File: config.mk
export PLATFORM = sky130hd
export DESIGN_NAME = sapc_top
export DESIGN_NICKNAME = d
export VERILOG_FILES = /design/src/inc/sapc_pkg.sv /design/src/verilog/sapc_slot_view.sv /design/src/verilog/sapc_top.sv
export SDC_FILE = /design/constraint.sdc
export NUM_CORES = 1
export LEC_CHECK = 0
export ABC_CLOCK_PERIOD_IN_PS = 3500
export BUFFER_PORTS_ARGS = -buffer_cell sky130_fd_sc_hd__buf_2
export CAP_MARGIN = 30
export CORE_MARGIN = 1
export CORE_UTILIZATION = 30
export CTS_BUF_LIST = sky130_fd_sc_hd__clkbuf_4 sky130_fd_sc_hd__clkbuf_8
export CTS_CLUSTER_DIAMETER = 30
export DETAILED_ROUTE_END_ITERATION = 10
export GPL_ROUTABILITY_DRIVEN = 0
export GPL_TIMING_DRIVEN = 0
export HOLD_SLACK_MARGIN = 0.1
export PLACE_DENSITY = 0.56
export SYNTH_ARGS = -nofsm -noshare
export SYNTH_HDL_FRONTEND = slang
export SYNTH_SLANG_ARGS = --single-unit
File: constraint.sdc
create_clock -name i_clk -period 3.5 [get_ports i_clk]
set_input_delay 0.7 -clock i_clk [delete_from_list [all_inputs] [get_ports i_clk]]
set_output_delay 0.7 -clock i_clk [all_outputs]
set_load 0.01 [all_outputs]
File: src/inc/sapc_pkg.sv
// Purpose: Shared constants and types for the slot access permission check
// Assumes: Sixteen slots, 16-bit policy and key words per slot
// Notes: Field positions are bit indices within the per-slot words
package sapc_pkg;

  // Sizing
  localparam int SAPC_SLOTS = 16;
  localparam int SAPC_PTR_W = 4;

  // Per-slot policy word layout
  localparam int POL_UPD_MSB = 15;
  localparam int POL_UPD_LSB = 12;
  localparam int POL_UPKEY_MSB = 11;
  localparam int POL_UPKEY_LSB = 8;
  localparam int POL_SECRET_BIT = 7;
  localparam int POL_CREAD_BIT = 6;
  localparam int POL_RDKEY_MSB = 3;
  localparam int POL_RDKEY_LSB = 0;

  // Bits inside the 4-bit update policy (bit 3 is word bit 15)
  localparam int UPD_MAC_BIT = 3;
  localparam int UPD_CRYPT_BIT = 2;
  localparam int UPD_USE_BIT = 1;
  localparam int UPD_SEL_BIT = 0;

  // Per-slot key word layout
  localparam int KEY_KIND_MSB = 4;
  localparam int KEY_KIND_LSB = 2;
  localparam int KEY_PRIV_BIT = 0;
  localparam logic [2:0] KIND_ECC = 3'h4;
  localparam logic [2:0] KIND_OTHER = 3'h7;

  // Values after reset: secret, reads barred, never writable
  localparam logic [15:0] POLICY_RST = 16'h2080;
  localparam logic [15:0] KEYWORD_RST = 16'h001c;

  // Commands from the command processor
  typedef enum logic [2:0] {
    SAPC_CMD_READ = 3'h0,
    SAPC_CMD_WRITE = 3'h1,
    SAPC_CMD_KEY_DERIVE = 3'h2,
    SAPC_CMD_KEY_GEN = 3'h3,
    SAPC_CMD_PRIV_STORE = 3'h4
  } sapc_cmd_t;

  typedef enum logic [1:0] {
    SAPC_V_ALLOW = 2'h0,
    SAPC_V_DENY = 2'h1,
    SAPC_V_ERROR = 2'h2
  } sapc_verdict_t;

  // One access request, sampled while valid is high
  typedef struct packed {
    sapc_cmd_t cmd;
    logic [SAPC_PTR_W-1:0] slot;
    logic len32;
    logic mac_ok;
    logic cipher_in_ok;
    logic pub_valid;
  } sapc_req_t;

  // Registered answer
  typedef struct packed {
    logic valid;
    logic allow;
    logic deny;
    logic error;
    logic cipher_read;
    logic mac_req;
    logic cipher_in_req;
    logic [SAPC_PTR_W-1:0] key_ptr;
  } sapc_resp_t;

  // Decoded view of one slot
  typedef struct packed {
    logic secret;
    logic cread;
    logic [SAPC_PTR_W-1:0] rd_ptr;
    logic [3:0] upd;
    logic [SAPC_PTR_W-1:0] up_ptr;
    logic [2:0] kind;
    logic ecc;
    logic hash;
    logic priv_key;
  } sapc_view_t;

endpackage : sapc_pkg

File: src/verilog/sapc_slot_view.sv
// Purpose: Split one slot's policy and key words into named fields
// Assumes: Purely combinational, same clock domain as the caller
// Notes: Reserved key kinds decode as neither elliptic-curve nor hash
module sapc_slot_view
  import sapc_pkg::*;
(
  input wire logic [15:0] i_policy_word,
  input wire logic [15:0] i_key_word,
  output sapc_pkg::sapc_view_t o_view
);
  import sapc_pkg::*;

  logic [2:0] kind;

  // Field extraction at the fixed positions
  assign kind = i_key_word[KEY_KIND_MSB:KEY_KIND_LSB];
  assign o_view.secret = i_policy_word[POL_SECRET_BIT];
  assign o_view.cread = i_policy_word[POL_CREAD_BIT];
  assign o_view.rd_ptr = i_policy_word[POL_RDKEY_MSB:POL_RDKEY_LSB];
  assign o_view.upd = i_policy_word[POL_UPD_MSB:POL_UPD_LSB];
  assign o_view.up_ptr = i_policy_word[POL_UPKEY_MSB:POL_UPKEY_LSB];
  assign o_view.kind = kind;

  // Only the two defined codes count; the rest stay unusable
  assign o_view.ecc = (kind == KIND_ECC);
  assign o_view.hash = (kind == KIND_OTHER);
  assign o_view.priv_key = i_key_word[KEY_PRIV_BIT] & (kind == KIND_ECC);

endmodule : sapc_slot_view

File: src/verilog/sapc_top.sv
// Purpose: Decide allow, deny or error for every slot access command
// Assumes: Requests and configuration come from logic on i_clk
// Notes: One verdict per request, registered one cycle after the request
//
// Behaviour
// - Reads of elliptic-curve private key slots are always denied.
// - Secret and ciphered-read both clear: clear reads of 4 or 32 bytes allowed.
// - Secret set, ciphered-read clear: every read denied, slot still holds keys.
// - Both flags set: reads ciphered with read pointer key; 4-byte accesses denied.
// - Update policy all zero lets plain writes of 4 or 32 bytes through.
// - Policy 0001 blocks plain writes while a validated public key is held.
// - Plain writes refused for top bits 00 with bit 13 set, or top bits 10.
// - Policy bit 14 set: plain write needs MAC and ciphered input, 32 bytes.
// - Key derivation refuses targets whose policy bit 13 is clear.
// - Policy bit 12 picks derivation source: own slot or update key pointer.
// - Policy bit 15 set makes key derivation require a valid MAC.
// - Plain write and key derivation refused on private key slots.
// - Key generation or private store on a non-private slot is an error.
// - Key generation allowed on a private slot only with policy bit 13 set.
// - Private store: bit 14 clear is error, else MAC and ciphered input needed.
// - Key generation only on elliptic-curve slots, derivation only on hash slots.
// - Locked secret, read-barred, never-writable slots accept no read or write.
// - Ciphered-read flag is policy bit 6, read pointer is bits 3 to 0.
// - Key kind 100 means elliptic-curve, 111 any other key, rest reserved.
module sapc_top
  import sapc_pkg::*;
#(
  parameter int SLOTS = SAPC_SLOTS
)
(
  input wire logic i_clk,
  input wire logic i_reset,
  input wire logic i_cfg_we,
  input wire logic [SAPC_PTR_W-1:0] i_cfg_slot,
  input wire logic [15:0] i_cfg_policy,
  input wire logic [15:0] i_cfg_key,
  input wire logic i_data_locked,
  input wire logic i_req_valid,
  input wire sapc_pkg::sapc_req_t i_req,
  output sapc_pkg::sapc_resp_t o_resp
);
  import sapc_pkg::*;

  logic [15:0] policy_ff [SLOTS];
  logic [15:0] nxt_policy [SLOTS];
  logic [15:0] keyword_ff [SLOTS];
  logic [15:0] nxt_keyword [SLOTS];
  sapc_resp_t resp_ff;
  sapc_resp_t nxt_resp;
  logic slot_ok;
  logic cfg_ok;
  logic [15:0] tgt_policy;
  logic [15:0] tgt_key;
  sapc_view_t view;
  logic never_wr;
  logic sealed;
  logic both_flags;
  sapc_verdict_t verdict;
  logic mac_need;
  logic cin_need;
  logic cread;
  logic [SAPC_PTR_W-1:0] kptr;

  // Slot numbers beyond the fitted storage are caught, not wrapped
  assign slot_ok = (32'(i_req.slot) < SLOTS);
  assign cfg_ok = (32'(i_cfg_slot) < SLOTS);
  assign tgt_policy = slot_ok ? policy_ff[i_req.slot] : POLICY_RST;
  assign tgt_key = slot_ok ? keyword_ff[i_req.slot] : KEYWORD_RST;

  // Configuration store; a load in the request cycle is seen next cycle
  always_comb
  begin
    for (int s = 0; s < SLOTS; s++)
    begin
      nxt_policy[s] = policy_ff[s];
      nxt_keyword[s] = keyword_ff[s];
    end
    if (i_cfg_we && cfg_ok)
    begin
      nxt_policy[i_cfg_slot] = i_cfg_policy;
      nxt_keyword[i_cfg_slot] = i_cfg_key;
    end
  end

  always_ff @(posedge i_clk)
  begin
    for (int s = 0; s < SLOTS; s++)
    begin
      if (i_reset)
      begin
        policy_ff[s] <= POLICY_RST;
        keyword_ff[s] <= KEYWORD_RST;
      end
      else
      begin
        policy_ff[s] <= nxt_policy[s];
        keyword_ff[s] <= nxt_keyword[s];
      end
    end
  end

  // Field view of the addressed slot
  sapc_slot_view u_view (
    .i_policy_word(tgt_policy),
    .i_key_word(tgt_key),
    .o_view(view)
  );

  // Never-writable codes are 001x and 10xx
  assign never_wr = ~view.upd[UPD_CRYPT_BIT] &
                    (view.upd[UPD_MAC_BIT] | view.upd[UPD_USE_BIT]);
  assign sealed = i_data_locked & view.secret & ~view.cread & never_wr;
  assign both_flags = view.secret & view.cread;

  // Verdict; cases are ordered so the strictest bar is tested first
  always_comb
  begin
    verdict = SAPC_V_DENY;
    mac_need = 1'b0;
    cin_need = 1'b0;
    cread = 1'b0;
    kptr = i_req.slot;
    if (!slot_ok)
    begin
      verdict = SAPC_V_ERROR;
    end
    else
    begin
      unique case (i_req.cmd)
        SAPC_CMD_READ:
        begin
          if (view.priv_key)
            verdict = SAPC_V_DENY;
          else if (sealed)
            verdict = SAPC_V_DENY;
          else if (!view.secret && !view.cread)
            verdict = SAPC_V_ALLOW;
          else if (both_flags && i_req.len32)
          begin
            verdict = SAPC_V_ALLOW;
            cread = 1'b1;
            kptr = view.rd_ptr;
          end
          else
            verdict = SAPC_V_DENY;
          // Ciphered-read without secret is misconfigured: refused as unsafe
        end
        SAPC_CMD_WRITE:
        begin
          if (view.priv_key)
            verdict = SAPC_V_DENY;
          else if (sealed)
            verdict = SAPC_V_DENY;
          else if (view.upd[UPD_CRYPT_BIT])
          begin
            mac_need = 1'b1;
            cin_need = 1'b1;
            kptr = view.up_ptr;
            if (i_req.len32 && i_req.mac_ok && i_req.cipher_in_ok)
              verdict = SAPC_V_ALLOW;
          end
          else if (both_flags && !i_req.len32)
            verdict = SAPC_V_DENY;
          else if (never_wr)
            verdict = SAPC_V_DENY;
          else if (view.upd[UPD_SEL_BIT] && i_req.pub_valid)
            verdict = SAPC_V_DENY;
          else
            verdict = SAPC_V_ALLOW;
        end
        SAPC_CMD_KEY_DERIVE:
        begin
          if (view.priv_key)
            verdict = SAPC_V_DENY;
          else if (!view.hash)
            verdict = SAPC_V_DENY;
          else if (!view.upd[UPD_USE_BIT])
            verdict = SAPC_V_DENY;
          else
          begin
            kptr = view.upd[UPD_SEL_BIT] ? view.up_ptr : i_req.slot;
            mac_need = view.upd[UPD_MAC_BIT];
            if (!view.upd[UPD_MAC_BIT] || i_req.mac_ok)
              verdict = SAPC_V_ALLOW;
          end
        end
        SAPC_CMD_KEY_GEN:
        begin
          if (!view.priv_key)
            verdict = SAPC_V_ERROR;
          else if (view.upd[UPD_USE_BIT])
            verdict = SAPC_V_ALLOW;
          else
            verdict = SAPC_V_DENY;
        end
        SAPC_CMD_PRIV_STORE:
        begin
          if (!view.priv_key)
            verdict = SAPC_V_ERROR;
          else if (!view.upd[UPD_CRYPT_BIT])
            verdict = SAPC_V_ERROR;
          else
          begin
            mac_need = 1'b1;
            cin_need = 1'b1;
            kptr = view.up_ptr;
            if (i_req.mac_ok && i_req.cipher_in_ok)
              verdict = SAPC_V_ALLOW;
          end
        end
        default:
        begin
          verdict = SAPC_V_ERROR;
        end
      endcase
    end
  end

  // Answer; only one of allow, deny, error is ever set, so storage can gate on it
  always_comb
  begin
    nxt_resp = '0;
    if (i_req_valid)
    begin
      nxt_resp.valid = 1'b1;
      nxt_resp.allow = (verdict == SAPC_V_ALLOW);
      nxt_resp.deny = (verdict == SAPC_V_DENY);
      nxt_resp.error = (verdict == SAPC_V_ERROR);
      nxt_resp.cipher_read = cread & (verdict == SAPC_V_ALLOW);
      nxt_resp.mac_req = mac_need;
      nxt_resp.cipher_in_req = cin_need;
      nxt_resp.key_ptr = kptr;
    end
  end

  always_ff @(posedge i_clk)
  begin
    if (i_reset)
      resp_ff <= '0;
    else
      resp_ff <= nxt_resp;
  end

  assign o_resp = resp_ff;
endmodule : sapc_top

==> flow_summary.json, run 1 <==
{
  "status": "completed",
  "post-place-ws_ns": -0.489,
  "vdd_drop_max_mv": 0.195,
  "drc_errors": 0,
  "drive_above_1_share_pct": 15.0,
  "hold_viol_final": 0,
  "ant_nets": 0,
  "layout.nets": 1728,
  "cp_num_buf_inv": 5,
  "setup_slack_ns": 0.150,
  "drt_first_iter_violations": 1255,
  "crit_family": "buffers and inverters",
  "ys_seq_area_share_pct": 44.8,
  "synth_cell_types": 64,
  "synthArstFlopShare_pct": 0,
  "clock-sinks": 299,
  "synthesis.nets": 1630,
  "grt_usage_pct": 21.5,
  "nFillCells": 4518,
  "cts_buffer_depth": 3,
  "cp_data_arrival_time_ns": 3.83,
  "end_kind": "flop",
  "path_cells": "buf_6, buf_6, buf_4, buf_2, buf_1, mux4_2, mux4_2, a221o_1",
  "antenna_found_initial": 1,
  "ys_warn_count": 0,
  "numCtsBuffers": 69,
  "overflow": 0,
  "h-tree-depth": 3,
  "ys_seq_elements": 299,
  "synth_cells": 1578,
  "power_density_mw_per_mm2": 565,
  "required_ns": 3.98,
  "dieHeight_um": 213,
  "cts_hold_buf": 0,
  "start_util_pct": 30.7,
  "syn2layout_area_growth_pct": 19.3,
  "die_area_mm2": 0.0454,
  "leakagePower_uw": 0.00566,
  "core_mm2": 0.0436,
  "via_per_inst": 5.22,
  "min_period_ns": 3.35,
  "cap_violations": 0,
  "io_pins": 63,
  "worst_pin_slew_ns": 0.970,
  "numPortBuffers": 24,
  "syn_avg_cell_area_um2": 8.47,
  "crit_slowest_cell": "buf_1",
  "cts_resized": 0,
  "slew_headroom_pct": 35.1,
  "synthFlopType": "dfxtp_1",
  "placed_cells": 2190,
  "dr.pass1.iters": 8,
  "max_freq_mhz": 299,
  "hold_class": "flop to flop",
  "instances_no_fill": 2314,
  "worst-setup-path-type": "input pin to flop",
  "slowest_delay_ns": 0.68,
  "grt_max_degree": 11,
  "num_vias": 12082,
  "wire_per_inst_um": 20.8,
  "postCtsSetupBuffers": 0,
  "slew_violations": 0,
  "rsz0062_at_grt": "no",
  "period_share_pct": 95.7,
  "cp-start-kind": "input pin",
  "wl_mm": 48.1,
  "clock_latency_ns": 0.59,
  "synth_edf_count": 0,
  "path_clk_slew_ns": 0.05,
  "setup_viol": 0,
  "multi_input_area_mm2": 0.00674,
  "fp-row-count": 76,
  "die_w_um": 213,
  "path_max_fanout": 10,
  "grt_pass1_vias": 11585,
  "regArea_mm2": 0.00599,
  "hpwl_mm": 34.8,
  "cts_tree": "done",
  "finClkSkew_ns": 0.0282,
  "root_buffer": "clkbuf_8",
  "synth_area_mm2": 0.0134,
  "grt_pass1_wl_mm": 72.5
}
-- placed cells by master, fill, tap and decap left out, types with 4 or more instances in the layout --
cell type | netlist | final
o21ai_0 | 5 | 5
clkinv_2 | 0 | 10
buf_2 | 5 | 31
a21oi_1 | 211 | 211
buf_6 | 7 | 7
clkbuf_1 | 106 | 106
nand3b_1 | 82 | 82
clkbuf_4 | 0 | 5
nor2b_1 | 9 | 9
nor2_1 | 22 | 22
a22oi_1 | 9 | 9
nor3_1 | 8 | 7
dfxtp_1 | 299 | 299
bufinv_16 | 0 | 12
buf_4 | 5 | 6
a31oi_1 | 5 | 5
mux4_2 | 67 | 67
o211ai_1 | 5 | 5
and3_1 | 5 | 5
a221oi_1 | 4 | 4
a221oi_2 | 4 | 4
buf_1 | 10 | 10
inv_1 | 4 | 4
nand2_1 | 609 | 609
nand3_1 | 16 | 16
nand2b_1 | 6 | 6
clkbuf_8 | 0 | 84
clkinvlp_4 | 0 | 10
mux2i_1 | 21 | 21
-- sequential cells by signal (all words and copies together) (netlist names) --
signal,flops
keyword_ff,64
policy_ff,224
o_resp,11
-- final timing paths --
kind                                     to                      startpoint  slack, ns  depth (start not counted)
max                    o_resp[1]$_SDFF_PP0_                        i_req[5]       0.15                          8
min          policy_ff[10][14]$_SDFFE_PP0P_  policy_ff[10][14]$_SDFFE_PP0P_       0.45                          2
max reg2reg            o_resp[2]$_SDFF_PP0_  policy_ff[11][13]$_SDFFE_PP1P_       0.91                          7
min reg2reg  policy_ff[10][14]$_SDFFE_PP0P_  policy_ff[10][14]$_SDFFE_PP0P_       0.45                          2
-- worst register-to-register path: cells and delay by family (launching register included) --
kind               cells  cell delay [ns]
DFF                    1             0.31
AOI/OAI and AO/OA      3             0.72
muxes                  2             1.08
and+or+nand+nor        2             0.38
-- routing by layer --
metal | wire length, um | GRT usage [%] | up-vias
met5 | 8 | 0 | -
met4 | 1190 | 7.02 | 2
met3 | 3750 | 4.06 | 92
met2 | 22100 | 34.3 | 473
met1 | 21000 | 29.1 | 5936
li1 | - | - | 5579
-- per-stage QoR --
step                TNS (ns)  area (um^2)  power (uW)  hold WS, ns  utilization [%]
floorplan                  0        13400        3930        0.432                -
global placement       -1.38        14200        4150        0.438             32.7
detailed placement     -1.46        14200        4160        0.446             32.7
CTS                        0        15900        9040        0.445             36.6
global route               0        15900        9280        0.466             36.6
finish                     0        15900        9000        0.454             36.6
-- kinds of logic (layout without fill, tap and decap cells) --
kind of cell	Yosys count	after routing	share of synthesized area [%]
AOI/OAI and AO/OA	267	267	11.6
buffers and inverters	141	291	4.88
DFF	299	299	44.8
muxes	91	91	13.2
other	0	1	0
and+or+nand+nor	780	780	25.5
-- cells in the mapped netlist, types with 6 or more instances --
library cell / count / area (um^2)
nand3_1: 16 / 80.1
nand2_1: 609 / 2290
a21oi_1: 211 / 1060
dfxtp_1: 299 / 5990
a22oi_1: 9 / 67.6
nand2b_1: 6 / 37.5
nor2_1: 22 / 82.6
nor2b_1: 9 / 56.3
nor3_1: 8 / 40.0
mux2i_1: 21 / 210
buf_1: 10 / 37.5
clkbuf_1: 106 / 398
mux4_2: 67 / 1510
buf_6: 7 / 78.8
nand3b_1: 82 / 616
-- power breakdown --
group | switching (uW) | internal (uW) | leakage (uW)
clock network | 1770 | 3140 | 0.000848
registers | 28.3 | 3460 | 0.00242
logic | 417 | 189 | 0.00240
-- cell type report --
class	count	share of cell area, %
Inverter	4	0.0942
Clock inverter	34	3.17
Tap cell	585	4.59
Buffer	137	3.99
Clock buffer	89	7.49
Antenna cell	1	0.0157
Sequential cell	299	37.5
Multi-Input combinational cell	1138	42.3
Timing Repair Buffer	27	0.863
Note: power is estimated with default switching activity, not from simulation.
==> run 2: changes to the inputs <==
==> constraint.sdc (replaced) <==
create_clock -name i_clk -period 3.5 [get_ports i_clk]
set_input_delay 0.175 -clock i_clk [delete_from_list [all_inputs] [get_ports i_clk]]
set_output_delay 0.175 -clock i_clk [all_outputs]
set_load 0.01 [all_outputs]
==> run 2 against run 1 <==
Compared with the run above:
- clock skew is 0.0011 ns higher
- design area is 1.5% higher
- via count is 0.61% higher
- worst hold slack worse by 0.33 ns
- critical path type is now flop to flop
- final cell count is 1.0% higher
- combinational power is 3.5% higher
- die area stayed put
==> flow_summary.json, run 2 (synthesis gave the netlist of run 1 again) <==
{
  "status": "completed",
  "numPortBuffers": 24,
  "start_util_pct": 30.7,
  "via_per_inst": 5.20,
  "num_vias": 12156,
  "power_density_mw_per_mm2": 558,
  "layout.nets": 1752,
  "io_pins": 63,
  "clock-sinks": 299,
  "overflow": 0,
  "root_buffer": "clkbuf_8",
  "grt_usage_pct": 21.5,
  "cts_tree": "done",
  "largest_register": "policy_ff",
  "path_cells": "mux4_2, nand2b_1, a21oi_1, o2bb2ai_4, nor2_4, mux2i_1, or3_1, a221oi_2, dlygate4sd3_1",
  "crit_slowest_cell": "dlygate4sd3_1",
  "worst-setup-path-type": "flop to flop",
  "instances_no_fill": 2338,
  "cp-start-kind": "flop",
  "grt_pass1_wl_mm": 72.6,
  "slew_headroom_pct": 36.1,
  "final_cell_mix": "nand2_1, dfxtp_1, a21oi_1",
  "syn2layout_area_growth_pct": 21.1,
  "end_kind": "flop",
  "post-place-ws_ns": 0.0363,
  "clock_latency_ns": 0.59,
  "hpwl_mm": 34.8,
  "leakagePower_uw": 0.00576,
  "period_share_pct": 84.2,
  "holdWs_ns": 0.126,
  "setup_viol": 0,
  "finClkSkew_ns": 0.0293,
  "postCtsSetupBuffers": 0,
  "antenna_found_initial": 1,
  "fp-row-count": 76,
  "path_max_fanout": 8,
  "min_period_ns": 2.95,
  "nFillCells": 4509,
  "cts_buffer_depth": 3,
  "dpl_cell_area_mm2": 0.0142,
  "slowest_delay_ns": 0.56,
  "die_w_um": 213,
  "wl_met3_mm": 3.50,
  "path_clk_slew_ns": 0.06,
  "rsz0062_at_grt": "no",
  "highest_layer": "met5",
  "setup-tns-final_ns": 0,
  "h-tree-depth": 3,
  "dr.pass1.iters": 6,
  "route.met2.wl_mm": 22.2,
  "drt-met1-wl_mm": 21.2,
  "cp_num_buf_inv": 1,
  "ant_nets": 0,
  "required_ns": 4.03,
  "largest_reg_flops": 224,
  "grt_max_degree": 11,
  "final_area_mm2": 0.0162,
  "drt_first_iter_violations": 1359,
  "grt_pass1_vias": 11691,
  "cap_violations": 0,
  "wl_mm": 48.1,
  "hold_viol_final": 0,
  "placed_cells": 2190,
  "crit_family": "compound AO/OA/AOI/OAI gates",
  "final_common_cell": "nand2_1",
  "hold_class": "input pin to flop",
  "die_area_mm2": 0.0454,
  "dieHeight_um": 213,
  "core_mm2": 0.0436,
  "cp_data_arrival_time_ns": 3.48,
  "drive_above_1_share_pct": 14.8,
  "max_freq_mhz": 339,
  "numCtsBuffers": 69,
  "wire_per_inst_um": 20.6,
  "setup_slack_ns": 0.553,
  "slew_violations": 0,
  "worst_pin_slew_ns": 0.953,
  "drc_errors": 0,
  "vdd_drop_max_mv": 0.195
}
[run 2: changes by cell type in the layout (fill, tap and decap cells not counted)]
| cell | change |
|---|---|
| dlygate4sd3_1 | +24 |
[run 2: stage by stage]
step           utilization, %  total power, uW
2_1_floorplan               -             3930
3_3_place_gp             32.7             4150
3_5_place_dp             32.7             4160
4_1_cts                  37.2             9060
5_1_grt                  37.2             9310
6_report                 37.2             9030
[run 2: layer usage]
layer  vias up  global-route usage [%]
li1       5626                       -
met1      5970                    29.1
met2       473                    34.4
met3        85                    3.97
met4         2                    7.02
met5         -                       0
[run 2: layout make-up]
class / count / area (um^2) / share of cell area, %
multi-input cells: 1138 / 6740 / 41.6
flip-flops and latches: 299 / 5990 / 37.0
clock buffers: 89 / 1190 / 7.37
well taps: 585 / 732 / 4.52
plain buffers: 137 / 637 / 3.93
clock inverters: 34 / 505 / 3.12
repair buffers: 51 / 378 / 2.33
inverters: 4 / 15.0 / 0.0928
diodes: 1 / 2.50 / 0.0155
[run 2: path summary, 6_finish.rpt]
kind / end / slack [ns] / from / cells after the start
setup reg to reg: o_resp[5]$_SDFF_PP0_ / 0.55 / keyword_ff[7][3]$_SDFFE_PP1P_ / 9
hold / removal: o_resp[9]$_SDFF_PP0_ / 0.13 / i_req[2] / 5
hold reg to reg: policy_ff[7][15]$_SDFFE_PP0P_ / 0.45 / policy_ff[7][15]$_SDFFE_PP0P_ / 2
setup / recovery: o_resp[5]$_SDFF_PP0_ / 0.55 / keyword_ff[7][3]$_SDFFE_PP1P_ / 9
[run 2: power by group]
group / leakage, uW / switching, uW / internal [uW]
Clock: 0.000848 / 1770 / 3140
Sequential: 0.00242 / 28.3 / 3460
Combinational: 0.00250 / 423 / 206
[run 2: worst reg2reg max path, cell delays in order, from the launching register on]
cell           delay [ns]
dfxtp_1              0.31
mux4_2               0.45
nand2b_1             0.16
a21oi_1              0.32
o2bb2ai_4            0.17
nor2_4               0.22
mux2i_1              0.14
or3_1                0.34
a221oi_2             0.23
dlygate4sd3_1        0.56
[run 2: what timing repair did]
| item | CTS | global route |
|---|---|---|
| gates resized for setup | 0 | 0 |
| hold endpoints to repair | 113 | 0 |
| hold buffers | 24 | 0 |
